`config.mk`:
```
export PLATFORM = sky130hd
export DESIGN_NAME = vfd_serial_command_decoder
export DESIGN_NICKNAME = d
export VERILOG_FILES = /design/src/hw/vfd_cmd_pkg.sv /design/src/hw/cfg_store.sv /design/src/hw/vfd_serial_command_decoder.sv
export VERILOG_INCLUDE_DIRS = /design/src /design/src/hw
export SDC_FILE = /design/constraint.sdc
export NUM_CORES = 1
export LEC_CHECK = 0
export BUFFER_PORTS_ARGS = -buffer_cell sky130_fd_sc_hd__buf_2
export CAP_MARGIN = 10
export CORE_UTILIZATION = 50
export CTS_CLUSTER_SIZE = 8
export DETAILED_ROUTE_END_ITERATION = 10
export PLACE_DENSITY = 0.82
export RECOVER_POWER = 25
export SYNTH_ARGS = -nofsm -noshare
export SYNTH_HDL_FRONTEND = slang
export SYNTH_SLANG_ARGS = --single-unit
```
`constraint.sdc`:
```
create_clock -name clk_sys -period 14.5 [get_ports clk_sys]
set_clock_uncertainty 0.15 [all_clocks]
set_input_delay 2.9 -clock clk_sys [delete_from_list [all_inputs] [get_ports clk_sys]]
set_output_delay 2.9 -clock clk_sys [all_outputs]
set_load 0.005 [all_outputs]
```
`src/hw/vfd_cmd_map.svh`:
```
// Operation
// (RULE_01) Index byte low bits pick first slot
// (RULE_02) Sine setup writes four bytes from zero
// (RULE_03) Slot 0 bit 7: sine or DC
// (RULE_04) 15-bit rate word, ignored in DC
// (RULE_05) Slot 2 bit 7 adds sine offset
// (RULE_06) Soft start ramps 250 ms, else 10
// (RULE_07) Six-bit filament level sets amplitude
// (RULE_08) Slot 3 bit 6: 10 or 12 slots
// (RULE_09) Six-bit boost level sets step-up output
// (RULE_10) Sine read returns two bytes
// (RULE_11) First read byte holds four diagnostic flags
// (RULE_12) Second sine byte holds loop level
// (RULE_13) Both function straps low select DC mode
// (RULE_14) DC slot 0 bit 7 picks bridge
// (RULE_15) DC slot 0 bit 6 enables slow decay
// (RULE_16) Chop divider codes 256, 512, 1024
// (RULE_17) Twelve-bit duty, zero off, ones maximum
// (RULE_18) Four-bit probe select drives test mux
// (RULE_19) DC setup writes three bytes from zero
// (RULE_20) DC read returns one status byte
// (RULE_21) First byte: address then direction bit
// (RULE_22) Answer own address and general call
// (RULE_23) Index advances, surplus bytes ignored
`ifndef VFD_CMD_MAP_SVH
`define VFD_CMD_MAP_SVH

// Address layout
`define ADDR_FIXED 3'h4
`define ADDR_GENERAL 7'h00
// Slot counts and read lengths per mode
`define SINE_SLOTS 3'h4
`define DC_SLOTS 3'h3
`define SINE_RD_BYTES 2'h2
`define DC_RD_BYTES 2'h1
// Datagram byte positions
`define BYTE_ADDR 2'h0
`define BYTE_INDEX 2'h1
`define BYTE_DATA 2'h2
// Field positions inside the configuration bytes
`define OUT_MODE_BIT 7
`define OFFSET_BIT 7
`define SOFT_BIT 6
`define DUTY_LIM_BIT 6
`define DIR_BIT 7
`define DECAY_BIT 6
// Step-up on-time limits in sixteenths
`define DUTY_LIM_LOW 4'hA
`define DUTY_LIM_HIGH 4'hC
// Chopper divider codes
`define CHOP_DIV256 2'h0
`define CHOP_DIV512 2'h1
// Reset value of every configuration byte
`define CFG_RESET 8'h00
// Ramp times and clock rate
`define SOFT_RAMP_MS 250
`define FAST_RAMP_MS 10
`define SYS_CLK_MHZ 200
`define RAMP_STEPS 64
// Cycles the pin filter needs before straps are trusted
`define STRAP_SETTLE 3'h4

`endif

```
`src/hw/vfd_cmd_pkg.sv`:
```
package vfd_cmd_pkg;

   // Pins sampled from outside the clock domain
   typedef struct packed {
      logic scl;
      logic sda;
      logic addrOffsetStrap;
      logic addr_strap_rate_hi;
      logic addr_strap_rate_mid;
      logic addr_strap_rate_lo;
      logic [1:0] function_strap_pins;
      logic reset_event_flag;
      logic thermal_prewarn_flag;
      logic thermal_shutdown_flag;
      logic shortFlag;
   } pins_t;

   // Sine-mode view of the configuration bytes
   typedef struct packed {
      logic dcOutput;
      logic [14:0] rateWord;
      logic offsetEnable;
      logic softStart;
      logic [5:0] filament_level_code;
      logic boost_duty_limit;
      logic [5:0] boost_level_code;
   } sine_cfg_t;

   // DC-mode view of the configuration bytes
   typedef struct packed {
      logic direction;
      logic slow_decay_enable;
      logic [1:0] chop_divider_select;
      logic [11:0] duty;
      logic [3:0] probeSel;
   } dc_cfg_t;

   typedef logic [3:0][7:0] cfg_bytes_t;

   // Serial slave states
   typedef enum logic [2:0] {ST_IDLE, ST_RX, ST_RX_DONE, ST_ACK, ST_TX, ST_TX_ACK, ST_TX_LOAD} link_state_t;

endpackage

```
`src/hw/cfg_store.sv`:
```
`timescale 1ns/1ps
`include "vfd_cmd_map.svh"

// Four configuration bytes; every word is a flop so readers see registered data
module cfg_store (
   input wire logic clk_sys,
   input wire logic rstn,
   input wire logic wrEn,
   input wire logic [1:0] wrAddr,
   input wire logic [7:0] wrData,
   output vfd_cmd_pkg::cfg_bytes_t words
);
   import vfd_cmd_pkg::*;

   // Single write port, one byte per cycle
   always_ff @(posedge clk_sys or negedge rstn) begin
      if (!rstn) begin
         words <= {4{`CFG_RESET}};
      end else if (wrEn) begin
         words[wrAddr] <= wrData;
      end
   end

endmodule // cfg_store

```
`src/hw/vfd_serial_command_decoder.sv`:
```
`timescale 1ns/1ps
`include "vfd_cmd_map.svh"

module vfd_serial_command_decoder #(
   parameter int SOFT_RAMP_CYCLES = `SOFT_RAMP_MS * 1000 * `SYS_CLK_MHZ,
   parameter int FAST_RAMP_CYCLES = `FAST_RAMP_MS * 1000 * `SYS_CLK_MHZ
) (
   input wire logic clk_sys,
   input wire logic rst_n,
   input wire vfd_cmd_pkg::pins_t pinsIn,
   input wire logic [7:0] loopLevel,
   input wire logic [15:0] probeSignals,
   output logic sdaOut,
   output logic sdaOe,
   output vfd_cmd_pkg::sine_cfg_t sineCfg,
   output vfd_cmd_pkg::dc_cfg_t dcCfg,
   output logic dcMode,
   output logic [5:0] sinePhase,
   output logic [5:0] filamentRampLevel,
   output logic [3:0] boostMaxOnSlots,
   output logic chopTick,
   output logic bridge1Enable,
   output logic bridge2Enable,
   output logic dcOutputOff,
   output logic probeOut
);
   import vfd_cmd_pkg::*;

   // Cycles between ramp steps for each ramp length
   localparam int SOFT_STEP = SOFT_RAMP_CYCLES / `RAMP_STEPS;
   localparam int FAST_STEP = FAST_RAMP_CYCLES / `RAMP_STEPS;

   // Highest slot number plus one that the active mode accepts
   function automatic logic [2:0] slotLimit(input logic isDc);
      slotLimit = isDc ? `DC_SLOTS : `SINE_SLOTS;
   endfunction

   // Bytes returned by a read in the active mode
   function automatic logic [1:0] readLength(input logic isDc);
      readLength = isDc ? `DC_RD_BYTES : `SINE_RD_BYTES;
   endfunction

   logic [1:0] rstSync; // Reset release synchroniser
   logic rstn; // Internal reset, released on the clock
   pins_t pinS1, pinS2, pinS3; // Three-stage pin sampler
   pins_t filt; // High once stages two and three are both high, low once they differ
   pins_t next_filt;
   logic sclPrev, sdaPrev; // Previous filtered bus levels
   logic [2:0] settle; // Wait for filter before latching straps; filter output is valid from the fourth edge
   logic strapDone; // Straps captured
   logic [6:0] ownAddr; // Own slave address
   link_state_t state;
   logic [2:0] bitCnt; // Bit position within a byte
   logic [7:0] shiftReg; // Receive shifter
   logic [7:0] txShift; // Transmit shifter
   logic [1:0] byteNum; // Byte position in the datagram, saturates at data
   logic isRead; // Direction of current datagram
   logic [2:0] writeIdx; // Next slot to be written
   logic [1:0] txIdx; // Read byte being sent
   cfg_bytes_t cfgWords; // Stored configuration
   logic [20:0] phaseAcc; // Sine phase accumulator
   logic [31:0] rampCnt; // Cycles since last ramp step
   logic [9:0] chopCnt; // Free-running chopper prescaler

   // Reset release through two flops
   always_ff @(posedge clk_sys or negedge rst_n) begin
      if (!rst_n) begin
         rstSync <= 2'h0;
      end else begin
         rstSync <= {rstSync[0], 1'b1};
      end
   end
   assign rstn = rstSync[1];

   // Pin sampler; the first stage only feeds the second
   always_ff @(posedge clk_sys or negedge rstn) begin
      if (!rstn) begin
         pinS1 <= '0;
         pinS2 <= '0;
         pinS3 <= '0;
         filt <= '0;
      end else begin
         pinS1 <= pinsIn;
         pinS2 <= pinS1;
         pinS3 <= pinS2;
         filt <= next_filt;
      end
   end
   // A bit rises only when stages two and three are both high and falls as soon as they differ
   assign next_filt = (pinS2 & pinS3) | (filt & ~(pinS2 ^ pinS3));

   // Bus edge and frame condition decode
   wire sclRise = filt.scl & ~sclPrev;
   wire sclFall = ~filt.scl & sclPrev;
   wire startEv = ~filt.sda & sdaPrev & filt.scl & sclPrev;
   wire stopEv = filt.sda & ~sdaPrev & filt.scl & sclPrev;
   wire [6:0] rxAddr = shiftReg[7:1];
   wire addrHit = (rxAddr == ownAddr) || (rxAddr == `ADDR_GENERAL); // see RULE_22
   wire rxIsRead = shiftReg[0]; // see RULE_21
   wire slotOk = writeIdx < slotLimit(dcMode); // see RULE_23
   wire byteDone = (state == ST_RX_DONE) & sclFall;
   wire cfgWrEn = byteDone & (byteNum == `BYTE_DATA) & slotOk;
   wire [7:0] sineStatus = {4'h0, filt.reset_event_flag, filt.thermal_prewarn_flag,
                            filt.thermal_shutdown_flag, filt.shortFlag}; // see RULE_11
   wire [7:0] dcStatus = {3'h0, dcMode, filt.reset_event_flag, filt.thermal_prewarn_flag,
                          filt.thermal_shutdown_flag, filt.shortFlag}; // see RULE_20
   wire [7:0] txFirst = dcMode ? dcStatus : sineStatus;
   wire [7:0] txNext = loopLevel; // see RULE_12
   wire txMore = ((txIdx + 2'h1) < readLength(dcMode)); // see RULE_10

   // Edge history and strap capture after the filter has settled
   always_ff @(posedge clk_sys or negedge rstn) begin
      if (!rstn) begin
         sclPrev <= 1'b1;
         sdaPrev <= 1'b1;
         settle <= 3'h0;
         strapDone <= 1'b0;
         ownAddr <= 7'h00;
         dcMode <= 1'b0;
      end else begin
         sclPrev <= filt.scl;
         sdaPrev <= filt.sda;
         if (settle != `STRAP_SETTLE) begin
            settle <= settle + 3'h1;
         end else if (!strapDone) begin
            // Straps are static, caught once
            strapDone <= 1'b1;
            ownAddr <= {`ADDR_FIXED, filt.addrOffsetStrap, filt.addr_strap_rate_hi,
                        filt.addr_strap_rate_mid, filt.addr_strap_rate_lo};
            dcMode <= (filt.function_strap_pins == 2'h0); // see RULE_13
         end
      end
   end

   // Serial slave: receive, acknowledge, transmit
   always_ff @(posedge clk_sys or negedge rstn) begin
      if (!rstn) begin
         state <= ST_IDLE;
         bitCnt <= 3'h0;
         shiftReg <= 8'h00;
         txShift <= 8'h00;
         byteNum <= `BYTE_ADDR;
         isRead <= 1'b0;
         writeIdx <= 3'h0;
         txIdx <= 2'h0;
         sdaOe <= 1'b0;
      end else if (stopEv || !strapDone) begin
         // Stop ends any datagram and frees the line
         state <= ST_IDLE;
         sdaOe <= 1'b0;
      end else if (startEv) begin
         // Start, or repeated start, begins a new address byte
         state <= ST_RX;
         bitCnt <= 3'h0;
         byteNum <= `BYTE_ADDR;
         sdaOe <= 1'b0;
      end else begin
         case (state)
            ST_RX: begin
               if (sclRise) begin
                  shiftReg <= {shiftReg[6:0], filt.sda};
                  bitCnt <= bitCnt + 3'h1;
                  if (bitCnt == 3'h7) begin
                     state <= ST_RX_DONE;
                  end
               end
            end
            ST_RX_DONE: begin
               if (sclFall) begin
                  state <= ST_ACK;
                  if (byteNum == `BYTE_ADDR) begin
                     // Foreign address: stay silent until next start
                     sdaOe <= addrHit;
                     isRead <= rxIsRead;
                     if (!addrHit) begin
                        state <= ST_IDLE;
                     end
                  end else if (byteNum == `BYTE_INDEX) begin
                     writeIdx <= {1'b0, shiftReg[1:0]}; // see RULE_01
                     sdaOe <= 1'b1;
                  end else begin
                     // Bytes past the last slot are refused with no acknowledge
                     sdaOe <= slotOk; // see RULE_23
                     if (slotOk) begin
                        writeIdx <= writeIdx + 3'h1; // see RULE_23
                     end
                  end
               end
            end
            ST_ACK: begin
               if (sclFall) begin
                  bitCnt <= 3'h0;
                  if (isRead) begin
                     // Release the acknowledge and present the first status bit
                     state <= ST_TX;
                     txIdx <= 2'h0;
                     txShift <= txFirst;
                     sdaOe <= ~txFirst[7];
                  end else begin
                     state <= ST_RX;
                     sdaOe <= 1'b0;
                     if (byteNum != `BYTE_DATA) begin
                        byteNum <= byteNum + 2'h1;
                     end
                  end
               end
            end
            ST_TX: begin
               if (sclFall) begin
                  bitCnt <= bitCnt + 3'h1;
                  if (bitCnt == 3'h7) begin
                     state <= ST_TX_ACK;
                     sdaOe <= 1'b0;
                  end else begin
                     txShift <= {txShift[6:0], 1'b0};
                     sdaOe <= ~txShift[6];
                  end
               end
            end
            ST_TX_ACK: begin
               if (sclRise) begin
                  // Master acknowledge with bytes left keeps the read going
                  state <= (!filt.sda && txMore) ? ST_TX_LOAD : ST_IDLE;
               end
            end
            ST_TX_LOAD: begin
               if (sclFall) begin
                  state <= ST_TX;
                  bitCnt <= 3'h0;
                  txIdx <= txIdx + 2'h1;
                  txShift <= txNext;
                  sdaOe <= ~txNext[7];
               end
            end
            default: begin
               state <= ST_IDLE;
            end
         endcase
      end
   end
   // Open drain: the pin is only ever pulled low
   assign sdaOut = 1'b0;

   // Configuration storage, written one slot per accepted byte
   cfg_store u_cfg (
      .clk_sys(clk_sys),
      .rstn(rstn),
      .wrEn(cfgWrEn),
      .wrAddr(writeIdx[1:0]),
      .wrData(shiftReg),
      .words(cfgWords)
   );

   // Sine-mode field decode
   assign sineCfg.dcOutput = cfgWords[0][`OUT_MODE_BIT]; // see RULE_03
   assign sineCfg.rateWord = {cfgWords[0][6:0], cfgWords[1]}; // see RULE_04
   assign sineCfg.offsetEnable = cfgWords[2][`OFFSET_BIT]; // see RULE_05
   assign sineCfg.softStart = cfgWords[2][`SOFT_BIT];
   assign sineCfg.filament_level_code = cfgWords[2][5:0]; // see RULE_07
   assign sineCfg.boost_duty_limit = cfgWords[3][`DUTY_LIM_BIT];
   assign sineCfg.boost_level_code = cfgWords[3][5:0]; // see RULE_09
   // DC-mode field decode
   assign dcCfg.direction = cfgWords[0][`DIR_BIT];
   assign dcCfg.slow_decay_enable = cfgWords[0][`DECAY_BIT]; // see RULE_15
   assign dcCfg.chop_divider_select = cfgWords[0][5:4];
   assign dcCfg.duty = {cfgWords[0][3:0], cfgWords[1]}; // see RULE_17
   assign dcCfg.probeSel = cfgWords[2][3:0];

   // Cycles per step for the active ramp length
   wire [31:0] rampStep = sineCfg.softStart ? SOFT_STEP[31:0] : FAST_STEP[31:0];
   // Chopper period end for the selected divider; unused code 11 divides by 1024
   wire chopEnd = (dcCfg.chop_divider_select == `CHOP_DIV256) ? (chopCnt[7:0] == 8'hFF) :
                  (dcCfg.chop_divider_select == `CHOP_DIV512) ? (chopCnt[8:0] == 9'h1FF) :
                  (chopCnt == 10'h3FF);

   // Output generators: phase, ramp, chopper, bridges, probe
   always_ff @(posedge clk_sys or negedge rstn) begin
      if (!rstn) begin
         phaseAcc <= 21'h000000;
         rampCnt <= 32'h00000000;
         filamentRampLevel <= 6'h00;
         chopCnt <= 10'h000;
         chopTick <= 1'b0;
         boostMaxOnSlots <= `DUTY_LIM_LOW;
         bridge1Enable <= 1'b0;
         bridge2Enable <= 1'b0;
         dcOutputOff <= 1'b1;
         probeOut <= 1'b0;
      end else begin
         // Rate word has no effect while DC output is chosen
         if (!sineCfg.dcOutput) begin
            phaseAcc <= phaseAcc + {6'h00, sineCfg.rateWord}; // see RULE_04
         end
         // One level step per interval so a full ramp takes the chosen time
         if (filamentRampLevel == sineCfg.filament_level_code) begin
            rampCnt <= 32'h00000000;
         end else if (rampCnt + 32'h1 >= rampStep) begin
            rampCnt <= 32'h00000000;
            filamentRampLevel <= (filamentRampLevel < sineCfg.filament_level_code) ?
                                 filamentRampLevel + 6'h01 : filamentRampLevel - 6'h01; // see RULE_06
         end else begin
            rampCnt <= rampCnt + 32'h1;
         end
         boostMaxOnSlots <= sineCfg.boost_duty_limit ? `DUTY_LIM_HIGH : `DUTY_LIM_LOW; // see RULE_08
         chopCnt <= chopCnt + 10'h001;
         chopTick <= dcMode & chopEnd; // see RULE_16
         bridge1Enable <= dcMode & dcCfg.direction; // see RULE_14
         bridge2Enable <= dcMode & ~dcCfg.direction; // see RULE_14
         dcOutputOff <= (dcCfg.duty == 12'h000); // see RULE_17
         probeOut <= probeSignals[dcCfg.probeSel]; // see RULE_18
      end
   end
   assign sinePhase = phaseAcc[20:15];
endmodule // vfd_serial_command_decoder

```
# After elaboration in Yosys (flattened, before gate mapping)
# Index checks and enable logic that the tools add are counted.
classes:
  n_addsub: 10
  n_mul: 0
  div: 0
  magnitude_cmp: 7
  n_eq_ne: 34
  shift: 0
  n_mux: 63
  n_bitwise: 33
  n_reduce_logical: 31
ops:
  columns: ["op", "count"]
  rows:
  - ["$mux W32", 2]
  - ["$mux W3", 20]
  - ["$mux W7", 5]
  - ["$add A32 B1 Y32 const B", 1]
  - ["$bwmux W32", 1]
  - ["$ge A32 B20 Y1", 1]
  - ["$ne A4 B4 Y1 const B", 7]
  - ["$and A12 B12 Y12", 2]
  - ["$mux W2", 11]
  - ["$add A21 B15 Y21", 1]
  - ["$pmux W7 S3", 1]
  - ["$mux W20", 1]
  - ["$reduce_and A5 Y1", 4]
  - ["$pmux W3 S6", 1]
  - ["$demux W8 S2", 1]
  - ["$reduce_and A8 Y1", 2]
  - ["$and A1 B1 Y1", 14]
  - ["$mux W1", 13]
  - ["$not A1 Y1", 13]
  - ["$eq A3 B3 Y1 const B", 4]
  - ["$logic_not A12 Y1", 1]
  - ["$ne A2 B2 Y1 const B", 6]
  - ["$not A12 Y12", 1]
  - ["$or A12 B12 Y12", 1]
  - ["46 further kinds", 64]
totals:
  register_bits: 202
  latchBits: 0
  mem_bits_rw: 0
  mem_bits_ro: 0
  in_bits: 38
  out_inout_bits: 75
  elab_cells: 252
  memories: 0

# Depth between registers and ports, before layout
logic_depth:
  ltp_word: 8
  ltp_mapped: 15
  mapped_depth_nobuf: 15

# Modules after synthesis
# Synthesis repeated with hierarchy kept, for this count alone.
unflattened:
  cells_unflattened: 880
  hier_area_um2: 10017.1
by_module_without_submodules:
  columns: ["mod", "n_inst", "cells_per_inst", "area_per_inst_um2", "seq_area_each_um2"]
  rows:
  - ["vfd_serial_command_decoder", 1, 812, 8804.7, 4209.0]
  - ["cfg_store", 1, 68, 1212.4, 800.8]

# Worst setup path before layout
# OpenSTA, ideal clock, no wires.
synth_path:
  path_kind: "in2reg"
  from: "input port probeSignals[7]"
  to: "register probeOut"
  setup_ps: 138
  t_arrival_ps: 3789
  required_ps: 14212
  slack_ps: 10423
  stages: 2
  path_buffers: 0
  cell_sequence: "mux4_2 mux4_2"
synth_between:
  elab_chain_cells: 2
synth_rtl:
  columns: ["item", "line_no", "rtl"]
  rows:
  - ["start, declared", "vfd_serial_command_decoder.sv:12", "input wire logic [15:0] probeSignals,"]
  - ["$bmux W1 S4", "vfd_serial_command_decoder.sv:310", "probeOut <= probeSignals[dcCfg.probeSel];"]
  - ["$mux W1 (implied by the code)", "vfd_serial_command_decoder.sv:310", null]
  - ["end signal, assigned", "vfd_serial_command_decoder.sv:310", null]
  - ["end, declared", "vfd_serial_command_decoder.sv:25", "output logic probeOut"]
# No other way between the ends. The select of a mux whose other input is x is not followed.
# A chain may end at the register's enable or synchronous reset.

==> key figures <==
Floorplan
  • Starting density of the core: 51.0%
  • Core Box Area: 19500 sq um
  • Num ports: 113
  • Die area: 20400 sq um
  • Die X-Extent: 143 um
  • Die Ht: 143 um
  • Row Count: 51

Worst setup path
  • Cell family with most CP delay: buffers and inverters
  • CP cell instances: clkbuf_1, buf_4
  • Max stage delay on crit path: 3.00 ns
  • Startpoint types: register
  • Kind of critical path: register to async pin
  • Worst Path Arrival: 6.04 ns
  • Buf/Inv on CP: 2
  • CP max-delay cell: clkbuf_1
  • Internal reg-to-reg setup slack: 8.75 ns
  • Stages on worst setup path: 2
  • Crit end category: async pin
  • Crit path required time: 14.79 ns
  • Worst r2r path cells: 2
  • CP Max Fanout: 80

CTS
  • Post-CTS sizing: 0
  • Hold buffer count at cts: 0
  • CTS Sinks: 199
  • CTS root buf: clkbuf_16
  • Post-CTS Repair Setup Buffers: 0
  • CTS tree: done
  • Clk buf depth: 2
  • Clock transition at path regs: 0.08 ns
  • Skew-Pair Late Insertion Delay: 0.44 ns
  • H-tree lvl count: 4
  • TritonCTS Buffers: 17

Place
  • Port bufs: 109
  • Dpl cells: 1238
  • Place WS: 10.03 ns
  • GP Congestion: 0.914
  • Detail Placement HPWL: 13.3 mm

Logic synthesis
  • Synth top area share: 49.2%
  • Leading area contributor after synthesis: dfrtp_1
  • Post-synth cell types: 64
  • Flops & latches, synth: 199
  • Sequential fraction of the synthesis area: 50.3%
  • Cell Area, Synth: 9920 sq um
  • Top post-synthesis cells by area: dfrtp_1, ha_1, mux2_2, xnor2_1, xor2_1
  • Post-synth ARST share: 100%
  • Post-synth EDFFs: 0
  • Top FF cell, synth: dfrtp_1
  • Avg Inst Size Synth: 11.1 sq um
  • Synth Instances: 895
  • Yosys warns: 0

STA
  • Slew margin rel.: -175%
  • TNS Setup: 0 ns
  • RSZ-0062 raised after global routing: false
  • Worst Tran Pin Value: 4.13 ns
  • Setup-failing EPs final: 0
  • Min cycle time layout: 5.75 ns
  • Max-slew violations: 124
  • Final worst slack: 8.75 ns
  • Final hold vios: 0
  • Fin crit share: 39.6%
  • Fmax: 0.174 GHz

Power
  • Peak supply drop: 0.0915 mV
  • Tot Pwr: 1500 uW
  • Leakage: 0.00554 uW
  • Cell Pwr Density: 134 nW/um^2

Drt
  • Vias: 6815
  • WL per Instance: 14.9 um
  • First DRT Iteration DRCs: 345
  • Drc violations: 0
  • Routed WL: 18.9 mm
  • ANT nets after route: 0
  • Via density per instance: 5.37
  • Pre-antenna DRT Iters: 4

Worst hold path
  • Worst hold path depth: 0
  • HP Class: register to register

Layout
  • Post-route insts no fill: 1270
  • # diodes: 0
  • Reg area: 4980 sq um
  • Filler cells: 1575
  • Most frequent cells in the layout: dfrtp_1, buf_2, nand2_1, ha_1, mux2_2
  • Share of cells above drive strength 1: 21.8%
  • Area of the multi-input gates: 4510 sq um
  • Most common cell after layout, fill and taps aside: dfrtp_1
  • Nets@finish: 1096
  • Area grow syn2layout: 12.8%

Run
  • Max Cap Viol: 2

Global routing
  • Grt total ovfl: 0
  • Vias in the first global route: 6760
  • GRT Overall Usage: 20.1%
  • First-pass GRT wire length: 32.2 mm
  • Initial antenna violation count: 0
  • Largest net degree at the start of global routing: 81

Status
  • Outcome: finished with violations
  • Violated checks: max-capacitance violations, max-slew violations
[per-stage QoR]
step | cell area, sq um | util, % | hold slack [ns]
global route | 11200 | 57.5 | 0.209
floorplan | 9970 | - | 0.181
CTS | 11200 | 57.6 | 0.194
finish | 11200 | 57.5 | 0.202
global placement | 10600 | 54.4 | 0.183
detailed placement | 10600 | 54.4 | 0.186
[state kept, by name, indices dropped and copies added, names as in the netlist, 3 cells and up]
signal             flops
filamentRampLevel      6
settle                 3
txShift                7
writeIdx               3
phaseAcc              21
pinS1                 12
dcStatus               4
pinS2                 12
ownAddr                5
u_cfg.words           31
rampCnt               32
shiftReg               8
state                  3
filt                   8
bitCnt                 3
pinS3                 12
chopCnt               10
[report_power, final]
group | total (uW) | switching [uW] | internal, uW
Combinational | 331 | 167 | 164
Clock | 480 | 243 | 237
Sequential | 689 | 76.7 | 612
[Yosys cell counts (7+ instances only)]
cell and n:
a211oi_1 9, a21o_1 21, a21oi_1 40, and3_1 15
buf_4 29, clkbuf_1 14, dfrtp_1 195, ha_1 64
inv_1 49, mux2_2 57, mux2i_1 9, nand2_1 64
nand2b_1 7, nand3_1 39, nand4_1 10, nor2_1 49
nor2b_1 17, nor3_1 13, nor4_1 9, o21ai_0 37
xnor2_1 30, xor2_1 28
[cells by family after synthesis]
logic type	Yosys count	share of synthesized area [%]
AO/OA/AOI/OAI	149	9.62
XOR/XNOR	58	5.12
adder cells (fa/ha/maj)	67	8.58
buffers and inverters	97	4.82
flip-flops	199	50.3
multiplexers	71	8.51
other	2	0.0757
AND/OR/NAND/NOR	252	13.0
[layer usage]
metal / up-vias / track usage, % / share of wire [%]
met3: 30 / 3.42 / 3.4
met4: 0 / 7.92 / 2.0
met1: 3314 / 26.1 / 46
met2: 158 / 33.5 / 49
li1: 3313 / - / -
met5: - / 0 / 0
[worst reg2reg max path, cell delays in order (launching register included)]
cell and delay (ns):
dfrtp_1 1.46, clkbuf_1 3.00, buf_4 1.11
[layout make-up]
class                           instances  area share [%]
Clock inverter                         15            1.74
Inverter                               49            1.64
Tap cell                              265            2.96
Sequential cell                       199            44.5
Multi-Input combinational cell        613            40.3
Clock buffer                           17            3.80
Timing Repair Buffer                  112            5.01
[path summary, 6_finish.rpt]
check	startpoint	endpoint
setup / recovery	rstSync[1]$_DFF_PN0_	rampCnt[18]$_DFF_PN0_
hold / removal	pinS1[8]$_DFF_PN0_	pinS2[8]$_DFF_PN0_
setup reg to reg	rstSync[1]$_DFF_PN0_	rampCnt[18]$_DFF_PN0_
hold reg to reg	pinS1[8]$_DFF_PN0_	pinS2[8]$_DFF_PN0_
max in group clk_sys	rampCnt[0]$_DFF_PN0_	rampCnt[18]$_DFF_PN0_
min in group asynchronous	rstSync[1]$_DFF_PN0_	pinS2[9]$_DFF_PN0_
Power figures use the tool's default switching activity.
